`config.mk`:
```
export PLATFORM = sky130hd
export DESIGN_NAME = vdc_top
export DESIGN_NICKNAME = d
export VERILOG_FILES = /design/src/vdc_pkg.sv /design/src/vdc_cc_decode.sv /design/src/vdc_sync.sv /design/src/vdc_top.sv
export SDC_FILE = /design/constraint.sdc
export NUM_CORES = 1
export LEC_CHECK = 0
export ABC_AREA = 1
export BUFFER_PORTS_ARGS = -buffer_cell sky130_fd_sc_hd__buf_2
export CORE_ASPECT_RATIO = 1.25
export CORE_MARGIN = 4
export CORE_UTILIZATION = 40
export DETAILED_ROUTE_END_ITERATION = 6
export GPL_ROUTABILITY_DRIVEN = 0
export PLACE_DENSITY = 0.76
export SYNTH_ARGS = -nofsm -noshare
export SYNTH_HDL_FRONTEND = slang
export SYNTH_SLANG_ARGS = --single-unit
```
`constraint.sdc`:
```
create_clock -name clock -period 1.3 [get_ports clock]
set_input_delay 0.195 -clock clock [delete_from_list [all_inputs] [get_ports clock]]
set_output_delay 0.195 -clock clock [all_outputs]
set_load 0.005 [all_outputs]
```
`src/vdc_pkg.sv`:
```
`default_nettype none
package vdc_pkg;
    // Register offsets on the register port
    localparam logic [7:0] SUPPLY_PATH_CONTROL_ADDR = 8'h1c;
    localparam logic [7:0] LINE_TERMINATION_STATUS_ADDR = 8'h1d;
    // Supply path control field positions
    localparam int PWR_VCONN_EN_BIT = 0;
    localparam int PWR_VCONN_CAP_BIT = 1;
    localparam int PWR_FORCE_DIS_BIT = 2;
    localparam int PWR_BLEED_DIS_BIT = 3;
    localparam int PWR_AUTO_DIS_BIT = 4;
    // Writable low bits and the constant read-only capability bit
    localparam logic [4:0] PWR_RW_MASK = 5'h1d;
    localparam logic [4:0] PWR_RESET = 5'h00;
    localparam logic PWR_VCONN_CAP_VALUE = 1'b1;
    // Line termination status field positions
    localparam int STS_SEARCH_BIT = 5;
    localparam int STS_ATTACH_BIT = 4;
    localparam int STS_CC2_LSB = 2;
    localparam int STS_CC1_LSB = 0;
    localparam logic [1:0] STS_RESERVED_VALUE = 2'h0;
    // Per-line role configuration codes
    localparam logic [1:0] ROLE_RA = 2'h0;
    localparam logic [1:0] ROLE_RP = 2'h1;
    localparam logic [1:0] ROLE_RD = 2'h2;
    localparam logic [1:0] ROLE_OPEN = 2'h3;
    // Line state codes
    localparam logic [1:0] CC_OPEN = 2'h0;
    localparam logic [1:0] CC_SRC_RESERVED = 2'h3;
    // Overcurrent limit codes
    localparam logic [1:0] OCP_400MA = 2'h0;
    localparam logic [1:0] OCP_600MA = 2'h1;
    localparam logic [1:0] OCP_800MA = 2'h2;
    localparam logic [1:0] OCP_RESERVED = 2'h3;
    // Width of the synchronised pin bundle
    localparam int SYNC_WIDTH = 10;
    // Auto discharge sequencer states
    typedef enum logic [1:0] {VDC_IDLE, VDC_DISCHARGE, VDC_DONE} vdc_state_e;
endpackage : vdc_pkg
`default_nettype wire

```
`src/vdc_cc_decode.sv`:
```
`timescale 1ns/1ns
`default_nettype none
module vdc_cc_decode (
    input wire logic [1:0] role,
    input wire logic attach_result,
    input wire logic blank,
    input wire logic [1:0] src_code,
    input wire logic [1:0] snk_code,
    output logic [1:0] state
);
    // Role groups for one line
    wire role_quiet = (role == vdc_pkg::ROLE_RA) || (role == vdc_pkg::ROLE_OPEN);
    wire src_view = (role == vdc_pkg::ROLE_RP) || !attach_result;
    // Reserved source code never shown, reads as open
    wire [1:0] src_clean = (src_code == vdc_pkg::CC_SRC_RESERVED) ? vdc_pkg::CC_OPEN : src_code;

    // Blanking first, then quiet roles, then source or sink encoding
    // sink code otherwise
    assign state = (blank || role_quiet) ? vdc_pkg::CC_OPEN :
                   src_view ? src_clean : snk_code;
endmodule : vdc_cc_decode
`default_nettype wire

```
`src/vdc_sync.sv`:
```
`timescale 1ns/1ns
`default_nettype none
module vdc_sync #(
    parameter int WIDTH = 1
) (
    input wire logic clock,
    input wire logic nrst,
    input wire logic [WIDTH-1:0] async_in,
    output logic [WIDTH-1:0] sync_out
);
    // First stage, read only by the second stage
    logic [WIDTH-1:0] meta_reg;

    // Two flops per bit; multi-bit codes may skew by one cycle
    always_ff @(posedge clock or negedge nrst) begin
        if (!nrst) begin
            meta_reg <= '0;
            sync_out <= '0;
        end else begin
            meta_reg <= async_in;
            sync_out <= meta_reg;
        end
    end
endmodule : vdc_sync
`default_nettype wire

```
`src/vdc_top.sv`:
```
// Summary of operation
// - Source cut no later than discharge start
// - Sink with auto bit discharges on disconnect
// - Discharge stops below safe zero, bit kept
// - No discharge restart when VBUS rises again
// - Bit 3 enables bleed discharge
// - Bit 2 enables forced discharge
// - Bit 1 reads constant one
// - Two-bit code selects VCONN overcurrent limit
// - Bit 0 connects VCONN source
// - Status bits 7:6 read zero
// - Bit 5 shows connection search active
// - Bit 4 termination, updated when search ends
// - Source view encodes open, Ra, Rd
// - Sink view encodes open and current levels
// - Ra or open role reads CC2 zero
// - CC2 blanked during search or unflipped VCONN
// - CC1 same encodings, zero for quiet roles
// - CC1 blanked during search or VCONN flip
`timescale 1ns/1ns
`default_nettype none
module vdc_top (
    input wire logic clock,
    input wire logic nrst,
    // Register port
    input wire logic [7:0] reg_addr,
    input wire logic reg_wr,
    input wire logic [7:0] reg_wdata,
    input wire logic reg_rd,
    output logic [7:0] reg_rdata,
    // Same-clock state from the rest of the controller
    input wire logic connection_search_active,
    input wire logic presenting_rd,
    input wire logic source_mode,
    input wire logic source_request,
    input wire logic plug_flip_select,
    input wire logic [1:0] cc1_role,
    input wire logic [1:0] cc2_role,
    input wire logic [1:0] vconn_fault_config,
    // Analog comparator pins
    input wire logic disconnect_detect,
    input wire logic vbus_below_safe0,
    input wire logic [1:0] cc1_src_code,
    input wire logic [1:0] cc1_snk_code,
    input wire logic [1:0] cc2_src_code,
    input wire logic [1:0] cc2_snk_code,
    // Power path controls
    output logic vbus_source_en,
    output logic vbus_discharge_en,
    output logic vbus_bleed_en,
    output logic auto_discharge_active,
    output logic vconn_source_enable,
    output logic [1:0] vconn_ocp_limit_sel
);
    // Writable supply path control bits
    logic [4:0] pwr_reg;
    logic [4:0] pwr_next;
    // Search flag and its previous value
    logic search_reg;
    logic search_prev_reg;
    // Latched attach termination result
    logic attach_reg;
    // Auto discharge sequencer
    vdc_pkg::vdc_state_e state_reg;
    vdc_pkg::vdc_state_e state_next;
    // Disconnect edge tracking
    logic disc_prev_reg;
    // Synchronised pins
    logic [vdc_pkg::SYNC_WIDTH-1:0] pins_s;
    logic [1:0] cc1_state;
    logic [1:0] cc2_state;

    // All comparator pins cross into the clock domain here
    vdc_sync #(.WIDTH(vdc_pkg::SYNC_WIDTH)) u_sync (
        .clock(clock),
        .nrst(nrst),
        .async_in({disconnect_detect, vbus_below_safe0, cc1_src_code, cc1_snk_code,
                   cc2_src_code, cc2_snk_code}),
        .sync_out(pins_s)
    );

    // Unpacked synchronised pins
    wire disc_s = pins_s[9];
    wire below_s = pins_s[8];
    wire [1:0] cc1_src_s = pins_s[7:6];
    wire [1:0] cc1_snk_s = pins_s[5:4];
    wire [1:0] cc2_src_s = pins_s[3:2];
    wire [1:0] cc2_snk_s = pins_s[1:0];

    // Control bit views
    wire auto_bit = pwr_reg[vdc_pkg::PWR_AUTO_DIS_BIT];
    wire bleed_bit = pwr_reg[vdc_pkg::PWR_BLEED_DIS_BIT];
    wire force_bit = pwr_reg[vdc_pkg::PWR_FORCE_DIS_BIT];
    wire vconn_bit = pwr_reg[vdc_pkg::PWR_VCONN_EN_BIT];

    // Register decode
    wire pwr_sel = (reg_addr == vdc_pkg::SUPPLY_PATH_CONTROL_ADDR);
    wire sts_sel = (reg_addr == vdc_pkg::LINE_TERMINATION_STATUS_ADDR);
    wire pwr_write = reg_wr && pwr_sel;

    // Only writable bits take the write data
    assign pwr_next = pwr_write ? (reg_wdata[4:0] & vdc_pkg::PWR_RW_MASK) : pwr_reg;

    // Disconnect event, in the first cycle the synced level is high
    wire disc_rise = disc_s && !disc_prev_reg;

    // Sequencer transitions
    always_comb begin
        state_next = state_reg;
        case (state_reg)
            vdc_pkg::VDC_IDLE: begin
                if (disc_rise && auto_bit) begin
                    state_next = vdc_pkg::VDC_DISCHARGE;
                end
            end
            vdc_pkg::VDC_DISCHARGE: begin
                if (below_s) begin
                    state_next = vdc_pkg::VDC_DONE;
                end
            end
            vdc_pkg::VDC_DONE: begin
                // Re-armed only by a new attach
                if (!disc_s) begin
                    state_next = vdc_pkg::VDC_IDLE;
                end
            end
            default: state_next = vdc_pkg::VDC_IDLE;
        endcase
    end

    // Discharge wanted in the coming cycle
    wire auto_next = (state_next == vdc_pkg::VDC_DISCHARGE);
    // Source path stays cut through discharge and until reattach
    wire cut_next = source_mode && (state_next != vdc_pkg::VDC_IDLE);

    // Overcurrent code, reserved falls back to the middle limit
    wire [1:0] ocp_next = (vconn_fault_config == vdc_pkg::OCP_RESERVED) ?
                          vdc_pkg::OCP_600MA : vconn_fault_config;

    wire blank2 = search_reg || (vconn_bit && !plug_flip_select);
    wire blank1 = search_reg || (vconn_bit && plug_flip_select);

    vdc_cc_decode u_cc2 (
        .role(cc2_role),
        .attach_result(attach_reg),
        .blank(blank2),
        .src_code(cc2_src_s),
        .snk_code(cc2_snk_s),
        .state(cc2_state)
    );

    vdc_cc_decode u_cc1 (
        .role(cc1_role),
        .attach_result(attach_reg),
        .blank(blank1),
        .src_code(cc1_src_s),
        .snk_code(cc1_snk_s),
        .state(cc1_state)
    );

    wire [7:0] status_word = {vdc_pkg::STS_RESERVED_VALUE, search_reg, attach_reg,
                              cc2_state, cc1_state};
    wire [7:0] pwr_word = {3'h0, pwr_reg[4:2], vdc_pkg::PWR_VCONN_CAP_VALUE,
                           pwr_reg[vdc_pkg::PWR_VCONN_EN_BIT]};
    // Unmapped reads return zero
    wire [7:0] rdata_next = !reg_rd ? reg_rdata : pwr_sel ? pwr_word :
                            sts_sel ? status_word : 8'h00;

    wire search_fell = search_prev_reg && !search_reg;
    wire attach_next = search_fell ? presenting_rd : attach_reg;

    // Configuration and read data
    always_ff @(posedge clock or negedge nrst) begin
        if (!nrst) begin
            pwr_reg <= vdc_pkg::PWR_RESET;
            reg_rdata <= 8'h00;
        end else begin
            pwr_reg <= pwr_next;
            reg_rdata <= rdata_next;
        end
    end

    always_ff @(posedge clock or negedge nrst) begin
        if (!nrst) begin
            search_reg <= 1'b0;
            search_prev_reg <= 1'b0;
            attach_reg <= 1'b0;
        end else begin
            search_reg <= connection_search_active;
            search_prev_reg <= search_reg;
            attach_reg <= attach_next;
        end
    end

    // Sequencer state and edge history
    always_ff @(posedge clock or negedge nrst) begin
        if (!nrst) begin
            state_reg <= vdc_pkg::VDC_IDLE;
            disc_prev_reg <= 1'b0;
        end else begin
            state_reg <= state_next;
            disc_prev_reg <= disc_s;
        end
    end

    always_ff @(posedge clock or negedge nrst) begin
        if (!nrst) begin
            vbus_source_en <= 1'b0;
            auto_discharge_active <= 1'b0;
            vbus_discharge_en <= 1'b0;
        end else begin
            vbus_source_en <= source_request && !cut_next;
            auto_discharge_active <= auto_next;
            vbus_discharge_en <= auto_next || force_bit;
        end
    end

    always_ff @(posedge clock or negedge nrst) begin
        if (!nrst) begin
            vbus_bleed_en <= 1'b0;
            vconn_source_enable <= 1'b0;
            vconn_ocp_limit_sel <= vdc_pkg::OCP_600MA;
        end else begin
            vbus_bleed_en <= bleed_bit;
            vconn_source_enable <= vconn_bit;
            vconn_ocp_limit_sel <= ocp_next;
        end
    end
endmodule : vdc_top
`default_nettype wire

```
After elaboration in Yosys (flattened, before gate mapping). Index checks and enable logic that the tools add are counted.

Flip-flop bits (word level): 45. Bits of input ports: 41. Logic and storage cells: 66.

Equality and inequality tests: 12. Multiplexer cells: 13. Reduce and logical (&&, ||, !) cells: 26.

Operator list (number): $mux W2 (10); $eq A8 B5 Y1 const B (2); $eq A2 B2 Y1 const B (6); $mux W6 (2); $logic_or A1 B1 Y1 (9); $eq A2 B1 Y1 const B (4); $logic_and A1 B1 Y1 (8); $logic_not A2 Y1 (3); $pmux W2 S3 (1); $logic_not A1 Y1 (5); $reduce_bool A2 Y1 (1).

Depth between registers and ports, before layout. Gate-level depths: netlist of the first run.

Depth in word-level cells: 9. Mapped depth: 10. Mapped depth without buffers: 10.

Cells and area by module. Synthesis of the first run repeated with hierarchy kept, for this count alone.

Cell total of the unflattened synthesis: 176. Area, all modules: 1714.1 µm².

Modules (own cells, without submodules): vdc_top (instances 1, cells each 114, area each 1033.5 µm²); vdc_sync (instances 1, cells each 20, area each 500.5 µm²); vdc_cc_decode (instances 2, cells each 21, area each 90.1 µm²).

Worst setup path before layout of the first run. No wires, ideal clock.

Path type: flip-flop to flip-flop. Start point: register pwr_reg[4]. End point: register vbus_discharge_en. Library setup time: 0.124 ns. Arrival: 0.790 ns. Setup slack: 0.386 ns. Cell stages (with the launch flop): 6. Clock period less this slack: 0.914 ns. Cells stage by stage: dfrtp_1 > nand3b_1 > nand2_1 > nand2_1 > inv_1 > or2_1.

Longest elaborated chain between the ends: 5.

Ends and longest elaborated chain: start, declared (RTL line vdc_top.sv:56) `logic [4:0] pwr_reg;`; start signal, assigned (RTL line vdc_top.sv:175) `pwr_reg <= vdc_pkg::PWR_RESET;`; start signal, assigned (RTL line vdc_top.sv:178) `pwr_reg <= pwr_next;`; $logic_and A1 B1 Y1 (RTL line vdc_top.sv:112) `if (disc_rise && auto_bit) begin`; $mux W2 (RTL line vdc_top.sv:112); $pmux W2 S3 (RTL line vdc_top.sv:110) `case (state_reg)`; via state_next[0] (RTL line vdc_top.sv:65) `vdc_pkg::vdc_state_e state_next;`; $eq A2 B1 Y1 (RTL line vdc_top.sv:132) `wire auto_next = (state_next == vdc_pkg::VDC_DISCHARGE);`; $logic_or A1 B1 Y1 (RTL line vdc_top.sv:214) `vbus_discharge_en <= auto_next || force_bit;`; end signal, assigned (RTL line vdc_top.sv:214); end, declared (RTL line vdc_top.sv:49) `output logic vbus_discharge_en,`.

The timed path passes the listed nets, and every way through them passes these cells. A chain may end at the register's enable or synchronous reset.

Final worst setup path of the first run.
Start point: register vconn_ocp_limit_sel[0]. End point: output port vconn_ocp_limit_sel[0].

RTL lines: start, declared (RTL line vdc_top.sv:53) `output logic [1:0] vconn_ocp_limit_sel`; start signal, assigned (RTL line vdc_top.sv:222) `vconn_ocp_limit_sel <= vdc_pkg::OCP_600MA;`; start signal, assigned (RTL line vdc_top.sv:226) `vconn_ocp_limit_sel <= ocp_next;`.

No word-level cell between the ends.

==> flow_summary.json, run 1 <==
{
  "postPlaceCellArea_sq_um": 1950,
  "crit_path_cell_trace": "buf_2",
  "placeableCoreArea_sq_um": 3850,
  "seq_area_frac_synth_pct": 66.3,
  "final.period_utilization_pct": 85.3,
  "detailedRoute.firstIterationViolations": 21,
  "synth-compound-area-share_pct": 2.16,
  "port_buffers": 49,
  "synth-seq-cells": 43,
  "fillerInstances": 366,
  "antenna_found_initial": 0,
  "worstSetupStartpointType": "register",
  "post_route_cell_area_sq_um": 2150,
  "postLayoutCoreUtil_pct": 55.9,
  "cp.required_ns": 1.11,
  "post_route_insts_no_fill": 282,
  "holdPathEnd": "search_reg$_DFF_PN0_",
  "globalRouteTotalUtil_pct": 13.4,
  "cts.htree.levels": 2,
  "fp-row-count": 25,
  "netlist_instances": 159,
  "cts_bufs_inserted": 5,
  "setup_viol_count_final": 0,
  "r2r_setup_slack_ns": 0.25,
  "post_cts_repair_setup_buffers": 0,
  "setup_total_negative_slack_ns": 0,
  "yosys-mux-area-fraction_pct": 0,
  "yosys.cell_count.top_type": "nand2_1",
  "syn-mean-instance-area_sq_um": 10.2,
  "slowest_delay_ns": 0.52,
  "worstSetupStartpoint": "vconn_ocp_limit_sel[0]$_DFF_PN1_",
  "mappedNetlistArea_sq_um": 1620,
  "synth_warnings": 0,
  "clock_latency_ns": 0.29,
  "cp_slowest_cell": "dfstp_2",
  "layout-area-overhead-vs-synth_pct": 32.4,
  "route.detailed.vias_per_inst": 4.26,
  "critical_path_arrival_ns": 0.91,
  "final_worst_setup_slack_ns": 0.192,
  "rr_worst_depth": 7,
  "endpoint_kind": "output pin",
  "via_count_of_the_first_global_routing_pass": 1278,
  "diodes": 0,
  "cellLeakagePower_nw": 1.26,
  "synth_top_family_by_area": "simple AND/OR/NAND/NOR gates",
  "rsz_0062_raised_after_global_routing": "false",
  "holdCritPathClass": "input port to register",
  "drt_wl_total_mm": 2.96,
  "route.antenna.remaining_nets": 0,
  "root_buffer": "clkbuf_8",
  "max-clock-path-buffers": 2,
  "synthXorXnorAreaFrac_pct": 0,
  "power_per_cell_area_nw_per_um2": 1180,
  "totalPowerFinal_mw": 2.54,
  "worstHoldStart": "connection_search_active",
  "gr-total-overflow": 0,
  "synth-edff-count": 0,
  "clock_sinks": 43,
  "unique_cell_type_count_in_the_yosys_netlist": 20,
  "worst_setup_hold_path_clk_slew_ns": 0.07,
  "run_status": "finished, final reports clean",
  "yosysTopAreaCellShare_pct": 64.7,
  "r2r-start": "pwr_reg[0]$_DFFE_PN0P_",
  "grt_max_degree": 21,
  "drtPass1Iterations": 4,
  "finClkSkew_ns": 0.00386,
  "detailroute.via_count": 1202,
  "timing.critical_path.max_delay_family": "flip-flops",
  "timing.critical_path.fanout_max": 1,
  "route.detailed.drc": 0,
  "r2r_end": "reg_rdata[2]$_DFFE_PN0P_",
  "nets": 270,
  "die_width_um": 65.0,
  "hold_viol": 0,
  "post_route_cells_drive_above_1_share_pct": 29.8,
  "synth_common_cells": "nand2_1, dfrtp_1, inv_1",
  "drv_cap": 0,
  "max_clock_freq_ghz": 0.902,
  "detail_route.wl_per_cell_um": 10.5,
  "hpwl_mm": 2.27,
  "top_level_ports": 56,
  "timing_max_transition_violations_final": 0,
  "synth_simple_gate_area_share_pct": 24.2,
  "ys.flop_type": "dfrtp_1",
  "synthDominantAreaCellType": "dfrtp_1",
  "grt_first_pass_wirelength_mm": 5.22,
  "crit_path_kind": "register to output pin",
  "worst_hold_path.num_cells": 1,
  "post_synth_main_area_contributors": "dfrtp_1, nand2_1, inv_1, nand3_1, nor2_1",
  "synthArstFlopShare_pct": 100,
  "worstPathBufferInverterCount": 1,
  "final_period_minus_worst_setup_slack_ns": 1.11,
  "clock_tree_from_tritoncts": "done",
  "numPlacedInstances": 262,
  "post-place-ws_ns": 0.179,
  "die_h_um": 79.2,
  "post_synth_fa_ha_maj_area_fraction_pct": 1.54,
  "power.ir.vdd_worst_mv": 0.896,
  "floorplan.die_area_sq_um": 5150,
  "timing.hold.ws_ns": 0.0170,
  "floorplan.initialDensity_pct": 42.2
}
-- power breakdown --
part,total [mW],internal (mW),switching (mW),leakage (nW)
clock,0.788,0.377,0.412,0.0422
combinational,0.292,0.141,0.151,0.681
sequential,1.46,1.42,0.0389,0.534
-- how the worst max path moves through the flow --
stage	to	cells after the start	slack (ns)
final	vconn_ocp_limit_sel[0]	1	0.19
after CTS	vconn_ocp_limit_sel[0]	1	0.17
after floorplan	vbus_discharge_en$_DFF_PN0_	5	0.39
after global routing	reg_rdata[2]$_DFFE_PN0P_	7	0.13
after detailed placement	reg_rdata[2]$_DFFE_PN0P_	11	0.18
after global placement	reg_rdata[0]$_DFFE_PN0P_	9	0.20
-- layout by cell type (no fill, tap or decap) --
master          n
nand3b_1        1
clkbuf_1        2
nor2_8          2
buf_4           1
dfstp_2         1
buf_12          1
inv_2           2
or2_1           1
nand2_1        51
dlygate4sd3_1  12
inv_1          17
nor2_1         12
buf_2          49
nor2_2          3
nand2_2         2
conb_1          2
clkbuf_8        5
ha_1            2
dfrtp_1        42
a21boi_1        2
nand3_1        12
a21oi_1         3
nand2_4         1
o21ai_0         1
clkinv_2        1
-- area by class of cell --
type                       instances  area [sq um]  area share [%]
sequential                        43          1080            50.1
multi-input combinational         95           460            21.4
timing repair buffer              63           393            18.3
clock buffer                       7          76.3            3.55
inverter                          19          71.3            3.32
tap                               54          67.6            3.14
clock inverter                     1          5.00           0.233
-- layer usage --
metal / wire length [um] / track usage [%] / vias up
met4: 25 / 6.77 / 0
met5: 0 / 0 / -
met3: 231 / 3.96 / 3
li1: - / - / 611
met1: 1110 / 14.5 / 548
met2: 1590 / 23.5 / 40
-- logic make-up after synthesis --
family                   Yosys count
flip-flops                        43
AND/OR/NAND/NOR                   85
buffers and inverters             22
AO/OA/AOI/OAI                      6
adder cells (fa/ha/maj)            2
other                              1
-- what timing repair did --
item	CTS	global route
resized for setup	0	0
hold buffers	9	3
endpoints found under the hold margin	22	3
(Power assumes the default switching activity.)
==> run 2: changes to the inputs <==
PLACE_DENSITY = 0.75   (was 0.76)
SLEW_MARGIN = 25   (was default)
SYNTH_HIERARCHICAL = 1   (was default)
==> run 2 against run 1 <==
Effect of this change: combinational power is 10% higher; worst setup slack worse by 0.063 ns; clock skew is 0.00094 ns lower; critical endpoint is now reg_rdata[3]$_DFFE_PN0P_; highest routed layer unchanged.
==> flow_summary.json, run 2 <==
{
  "worstPathBufferInverterCount": 1,
  "detailedRoute.firstIterationViolations": 63,
  "route.detailed.drc": 0,
  "cp.required_ns": 1.53,
  "crit_path_kind": "register to register",
  "slowest_delay_ns": 0.41,
  "synth_common_cells": "nand2_1, dfrtp_1, inv_1",
  "detail_route.wl_per_cell_um": 10.3,
  "placeableCoreArea_sq_um": 4100,
  "timing.critical_path.fanout_max": 3,
  "rr_worst_depth": 9,
  "r2r-start": "search_reg$_DFF_PN0_",
  "worstSetupStartpoint": "search_reg$_DFF_PN0_",
  "crit_path_cell_trace": "inv_2, o21ai_1, nor2_1, nand2_1, nor2_2, nand3_1, nand2_1, nand2_1, nand2_1",
  "grt_busiest_layer": "met2",
  "postPlaceCellArea_sq_um": 2020,
  "final.period_utilization_pct": 90.1,
  "die_h_um": 81.2,
  "hold_viol": 0,
  "grt_util_met3_pct": 4.98,
  "layout-area-overhead-vs-synth_pct": 32.0,
  "synth_warnings": 6,
  "drtPass1Iterations": 4,
  "post_synth_main_area_contributors": "dfrtp_1, nand2_1, inv_1, nand3_1, nor2_8",
  "holdCritPathClass": "input port to register",
  "clock_sinks": 43,
  "ys.flop_type": "dfrtp_1",
  "port_buffers": 49,
  "nets": 287,
  "power_per_cell_area_nw_per_um2": 1190,
  "synth-edff-count": 0,
  "final_cell_mix": "nand2_1, buf_2, dfrtp_1",
  "synth-seq-cells": 43,
  "cts_bufs_inserted": 5,
  "setup_viol_count_final": 0,
  "gr-total-overflow": 0,
  "synthDominantAreaCellType": "dfrtp_1",
  "antenna_found_initial": 0,
  "clock_tree_from_tritoncts": "done",
  "worst_setup_hold_path_clk_slew_ns": 0.07,
  "detailroute.via_count": 1290,
  "hpwl_mm": 2.23,
  "floorplan.die_area_sq_um": 5400,
  "run_status": "finished, final reports clean",
  "post_route_cells_drive_above_1_share_pct": 30.2,
  "max-clock-path-buffers": 2,
  "cellLeakagePower_nw": 1.33,
  "final_worst_setup_slack_ns": 0.129,
  "max_clock_freq_ghz": 0.854,
  "via_count_of_the_first_global_routing_pass": 1236,
  "seq_area_frac_synth_pct": 62.8,
  "top_level_ports": 56,
  "grt_first_pass_wirelength_mm": 5.02,
  "globalRouteTotalUtil_pct": 12.6,
  "clock_latency_ns": 0.29,
  "drv_cap": 0,
  "timing.hold.ws_ns": 0.0196,
  "timing_max_transition_violations_final": 0,
  "rsz_0062_raised_after_global_routing": "true",
  "grt_use_met2_pct": 21.9,
  "final_period_minus_worst_setup_slack_ns": 1.17,
  "crit_top_cell": "nand2_1",
  "fp-row-count": 26,
  "netlist_instances": 176,
  "worst_hold_path.num_cells": 1,
  "diodes": 0,
  "r2r_end": "reg_rdata[3]$_DFFE_PN0P_",
  "power.ir.vdd_worst_mv": 0.764,
  "yosysTopAreaCellShare_pct": 61.3,
  "final_common_cell": "nand2_1",
  "yosys.cell_count.top_type": "nand2_1",
  "timing.critical_path.max_delay_family": "simple AND/OR/NAND/NOR gates",
  "unique_cell_type_count_in_the_yosys_netlist": 24,
  "root_buffer": "clkbuf_8",
  "holdPathEnd": "u_sync/meta_reg[0]$_DFF_PN0_",
  "setup_total_negative_slack_ns": 0,
  "cts.htree.levels": 2,
  "route.detailed.vias_per_inst": 4.29,
  "syn-mean-instance-area_sq_um": 9.74,
  "globalRouteMet1Util_pct": 13.3,
  "critical_path_arrival_ns": 1.40,
  "grt_max_degree": 44,
  "finClkSkew_ns": 0.00292,
  "post_route_cell_area_sq_um": 2260,
  "cp_slowest_cell": "dfrtp_1",
  "drt_wl_total_mm": 3.11,
  "die_width_um": 66.6,
  "post-place-ws_ns": 0.0408,
  "endpoint_kind": "register",
  "totalPowerFinal_mw": 2.69,
  "worstHoldStart": "cc2_snk_code[0]",
  "mappedNetlistArea_sq_um": 1710,
  "r2r_setup_slack_ns": 0.13,
  "floorplan.initialDensity_pct": 41.8,
  "synthArstFlopShare_pct": 100,
  "route.antenna.remaining_nets": 0,
  "worstSetupStartpointType": "register"
}
-- run 2: kinds of logic after synthesis --
family	share of synthesized area [%]
adder cells (fa/ha/maj)	1.46
buffers and inverters	9.42
other	0.219
flip-flops	62.8
AO/OA/AOI/OAI	3.58
AND/OR/NAND/NOR	22.5
-- run 2: power by group --
part,internal [mW],switching [mW]
clock network,0.484,0.415
registers,1.42,0.0438
logic,0.155,0.167
total,2.06,0.626
-- run 2: routing by layer --
metal  vias to the layer above  routed length, um
met5                         -                  0
met4                         0                 54
met3                         6                252
met2                        45               1640
met1                       585               1170
li1                        654                  -
-- run 2: area by class of cell --
cell class                 count  area [sq um]
sequential                    43          1080
multi-input combinational     95           484
timing repair buffer          64           400
tap                           56          70.1
clock buffer                   8           100
inverter                      35           131
fill                         381          1840
-- run 2: worst max-delay path by stage --
stage / to / slack, ns / cells after the start
after detailed placement: reg_rdata[3]$_DFFE_PN0P_ / 0.04 / 9
final: reg_rdata[3]$_DFFE_PN0P_ / 0.13 / 9
after CTS: reg_rdata[3]$_DFFE_PN0P_ / 0.04 / 9
after global placement: reg_rdata[3]$_DFFE_PN0P_ / 0.07 / 9
after floorplan: reg_rdata[2]$_DFFE_PN0P_ / 0.25 / 9
after global routing: reg_rdata[3]$_DFFE_PN0P_ / -0.01 / 9
-- run 2: worst reg2reg max path: stages (launching register included) --
cell and delay, ns:
dfrtp_1 0.41, inv_2 0.08, o21ai_1 0.06, nor2_1 0.14, nand2_1 0.08, nor2_2 0.11, nand3_1 0.07, nand2_1 0.07
nand2_1 0.05, nand2_1 0.05
-- run 2: metrics by stage --
step / instances / util [%]
2_1_floorplan: 177 / -
3_3_place_gp: 279 / 49.4
3_5_place_dp: 279 / 49.4
4_1_cts: 290 / 52.5
5_1_grt: 301 / 55.2
6_report: 301 / 55.2
-- run 2: repair_timing --
| item | 4_1_cts | 5_1_grt |
|---|---|---|
| buffers inserted | 0 | 2 |
| endpoints found under the setup margin | 0 | 4 |
| hold endpoints to repair | 44 | 9 |
| resized for setup | 0 | 4 |
| hold buffers | 3 | 9 |
==> run 3: changes to the inputs <==
ABC_AREA = 0   (was 1)
PLACE_DENSITY = 0.7   (was 0.75)
==> run 3 against run 2 <==
Effect of this change: cell count down 19%; flip-flop and latch count is the same; critical path depth is 2 lower; critical path type unchanged; combinational power shrank 4%; worst hold slack got worse by 0.011 ns; sequential share of layout area decreased by 0.31 points; the flow now finishes with violations (negative setup slack).
==> flow_summary.json, run 3 <==
{
  "run_status": "finished with violations",
  "failed_checks": "negative setup slack",
  "holdCritPathClass": "input port to register",
  "timing.critical_path.fanout_max": 4,
  "post_route_cells_drive_above_1_share_pct": 50.8,
  "endpoint_kind": "register",
  "gr-total-overflow": 0,
  "worstSetupStartpoint": "attach_reg$_DFFE_PN0P_",
  "fillerInstances": 302,
  "mappedNetlistArea_sq_um": 1630,
  "hpwl_mm": 2.20,
  "post_synth_main_area_contributors": "dfrtp_1, mux2_2, o2bb2ai_1, mux2i_1, nor3_2",
  "final_period_minus_worst_setup_slack_ns": 1.40,
  "route.antenna.remaining_nets": 0,
  "drt_wl_total_mm": 2.97,
  "final_worst_setup_slack_ns": -0.0991,
  "port_buffers": 49,
  "power.internal_mw": 1.96,
  "setup_viol_count_final": 8,
  "holdPathEnd": "search_reg$_DFF_PN0_",
  "synthArstFlopShare_pct": 100,
  "synth-seq-cells": 43,
  "synth_simple_gate_area_share_pct": 13.8,
  "floorplan.initialDensity_pct": 42.3,
  "diodes": 0,
  "r2r_end": "reg_rdata[0]$_DFFE_PN0P_",
  "die_h_um": 79.3,
  "synth-edff-count": 0,
  "cp.required_ns": 1.49,
  "floorplan.die_area_sq_um": 5160,
  "detailedRoute.firstIterationViolations": 93,
  "nets": 231,
  "final.period_utilization_pct": 108,
  "hold_viol": 0,
  "root_buffer": "clkbuf_8",
  "postLayoutCoreUtil_pct": 59.3,
  "route.detailed.drc": 0,
  "clock_latency_ns": 0.29,
  "max-clock-path-buffers": 2,
  "rr_worst_depth": 7,
  "grt_max_degree": 20,
  "globalRouteTotalUtil_pct": 13.0,
  "post_synth_fa_ha_maj_area_fraction_pct": 1.54,
  "critical_path_arrival_ns": 1.59,
  "worstHoldStart": "connection_search_active",
  "cts.htree.levels": 2,
  "power.share.combinational_pct": 12.1,
  "detailroute.via_count": 1092,
  "finClkSkew_ns": 0.00539,
  "final_common_cell": "buf_2",
  "power.share.sequential_pct": 56.5,
  "unique_cell_type_count_in_the_yosys_netlist": 29,
  "syn-mean-instance-area_sq_um": 14.5,
  "drtPass1Iterations": 4,
  "seq_area_frac_synth_pct": 66.2,
  "synth-compound-area-share_pct": 6.53,
  "worst_setup_hold_path_clk_slew_ns": 0.08,
  "cellLeakagePower_nw": 1.14,
  "worst_hold_path.num_cells": 1,
  "max_clock_freq_ghz": 0.715,
  "detail_route.wl_per_cell_um": 12.2,
  "via_count_of_the_first_global_routing_pass": 1202,
  "yosys.cell_count.top_type": "dfrtp_1",
  "placeableCoreArea_sq_um": 3850,
  "ys.flop_type": "dfrtp_1",
  "r2r-start": "attach_reg$_DFFE_PN0P_",
  "yosys-mux-area-fraction_pct": 8.69,
  "clock_tree_from_tritoncts": "done",
  "yosysTopAreaCellShare_pct": 64.6,
  "netlist_instances": 112,
  "antenna_found_initial": 0,
  "setup_total_negative_slack_ns": -0.366,
  "worstSetupStartpointType": "register",
  "synth_common_cells": "dfrtp_1, mux2_2, inv_1",
  "synth_top_family_by_area": "simple AND/OR/NAND/NOR gates",
  "cts_bufs_inserted": 5,
  "synthDominantAreaCellType": "dfrtp_1",
  "route.detailed.vias_per_inst": 4.49,
  "synthXorXnorAreaFrac_pct": 0,
  "power_per_cell_area_nw_per_um2": 1110,
  "top_level_ports": 56,
  "r2r_setup_slack_ns": -0.1,
  "drv_cap": 0,
  "synth_warnings": 6,
  "final_cell_mix": "buf_2, dfrtp_1, dlygate4sd3_1, buf_4",
  "netSwitchingPower_mw": 0.579,
  "timing_max_transition_violations_final": 0,
  "power.share.switching_pct": 22.8,
  "rsz_0062_raised_after_global_routing": "true",
  "power.ir.vdd_worst_mv": 0.781,
  "die_width_um": 65.1,
  "grt_first_pass_wirelength_mm": 5.15,
  "layout-area-overhead-vs-synth_pct": 40.1,
  "clock_sinks": 43,
  "fp-row-count": 25,
  "crit_path_kind": "register to register",
  "power.share.clock_pct": 31.4
}
## run 3: cell types whose count changed after synthesis, sizes merged, moves of 5 or more
| cell | previous run | this run |
|---|---|---|
| nor2 | 10 | 0 |
| nand2 | 53 | 6 |
| o2bb2ai | 0 | 5 |
| o21ai | 6 | 1 |
| inv | 35 | 7 |
| mux2 | 0 | 9 |
| nand3 | 16 | 1 |
## run 3: worst max path at each step
| stage | endpoint | slack (ns) | cells past startpoint |
|---|---|---|---|
| finish | reg_rdata[0]$_DFFE_PN0P_ | -0.1 | 7 |
| detailed placement | pwr_reg[2]$_DFFE_PN0P_ | -0.43 | 4 |
| global placement | pwr_reg[2]$_DFFE_PN0P_ | -0.39 | 4 |
| CTS | reg_rdata[0]$_DFFE_PN0P_ | -0.08 | 7 |
| floorplan | pwr_reg[0]$_DFFE_PN0P_ | -0.23 | 3 |
| global route | reg_rdata[0]$_DFFE_PN0P_ | -0.13 | 7 |
## run 3: logic make-up after synthesis
| family | Yosys count |
|---|---|
| flip-flops | 43 |
| buffers and inverters | 11 |
| AO/OA/AOI/OAI | 14 |
| other | 1 |
| multiplexers | 13 |
| adder cells (fa/ha/maj) | 2 |
| AND/OR/NAND/NOR | 28 |
## run 3: area by class of cell
class	count	area (sq um)	share of cell area [%]
well taps	54	67.6	2.96
repair buffers	72	455	20.0
clock inverters	2	12.5	0.549
flip-flops and latches	43	1080	47.3
clock buffers	6	72.6	3.18
multi-input cells	59	568	24.9
inverters	7	26.3	1.15
## run 3: repair_timing
item / CTS / global route
setup buffers: 2 / 0
hold buffers: 11 / 0
gates resized for setup: 16 / 3
pin swaps: 5 / 3
setup endpoints to repair: 8 / 8
endpoints found under the hold margin: 27 / 0
## run 3: per-layer routing
| layer | vias to the layer above | global-route usage, % | part of all wire (%) |
|---|---|---|---|
| met3 | 5 | 3.82 | 8.5 |
| met5 | - | 0 | 0 |
| met4 | 0 | 6.22 | 1.6 |
| met1 | 514 | 14.9 | 38 |
| li1 | 528 | - | - |
| met2 | 45 | 22.0 | 51 |
## run 3: power groups by stage
stage	sequential (mW)	combinational (mW)	clock, mW
floorplan	1.45	0.114	0
CTS	1.43	0.303	0.830
detailed placement	1.46	0.246	0
global route	1.44	0.342	0.881
finish	1.43	0.308	0.795
global placement	1.45	0.237	0
## run 3: through the flow
| stage | hold slack [ns] | area (sq um) | cells | setup WS, ns | total power, mW |
|---|---|---|---|---|---|
| after floorplan | -0.101 | 1630 | 113 | -0.225 | 1.57 |
| after global placement | 0.146 | 2000 | 222 | -0.390 | 1.69 |
| after detailed placement | 0.150 | 2000 | 222 | -0.428 | 1.70 |
| after CTS | 0.000796 | 2260 | 243 | -0.0818 | 2.56 |
| after global routing | 0.00157 | 2280 | 243 | -0.134 | 2.66 |
| final | 0.00853 | 2280 | 243 | -0.0991 | 2.54 |
## run 3: worst max-delay path: stages, from the launching register on
cell       delay [ns]
dfrtp_2          0.46
nand2b_4         0.10
buf_6            0.10
mux2i_4          0.22
nor3_2           0.05
mux2_4           0.25
nand2_2          0.06
o2bb2ai_2        0.05
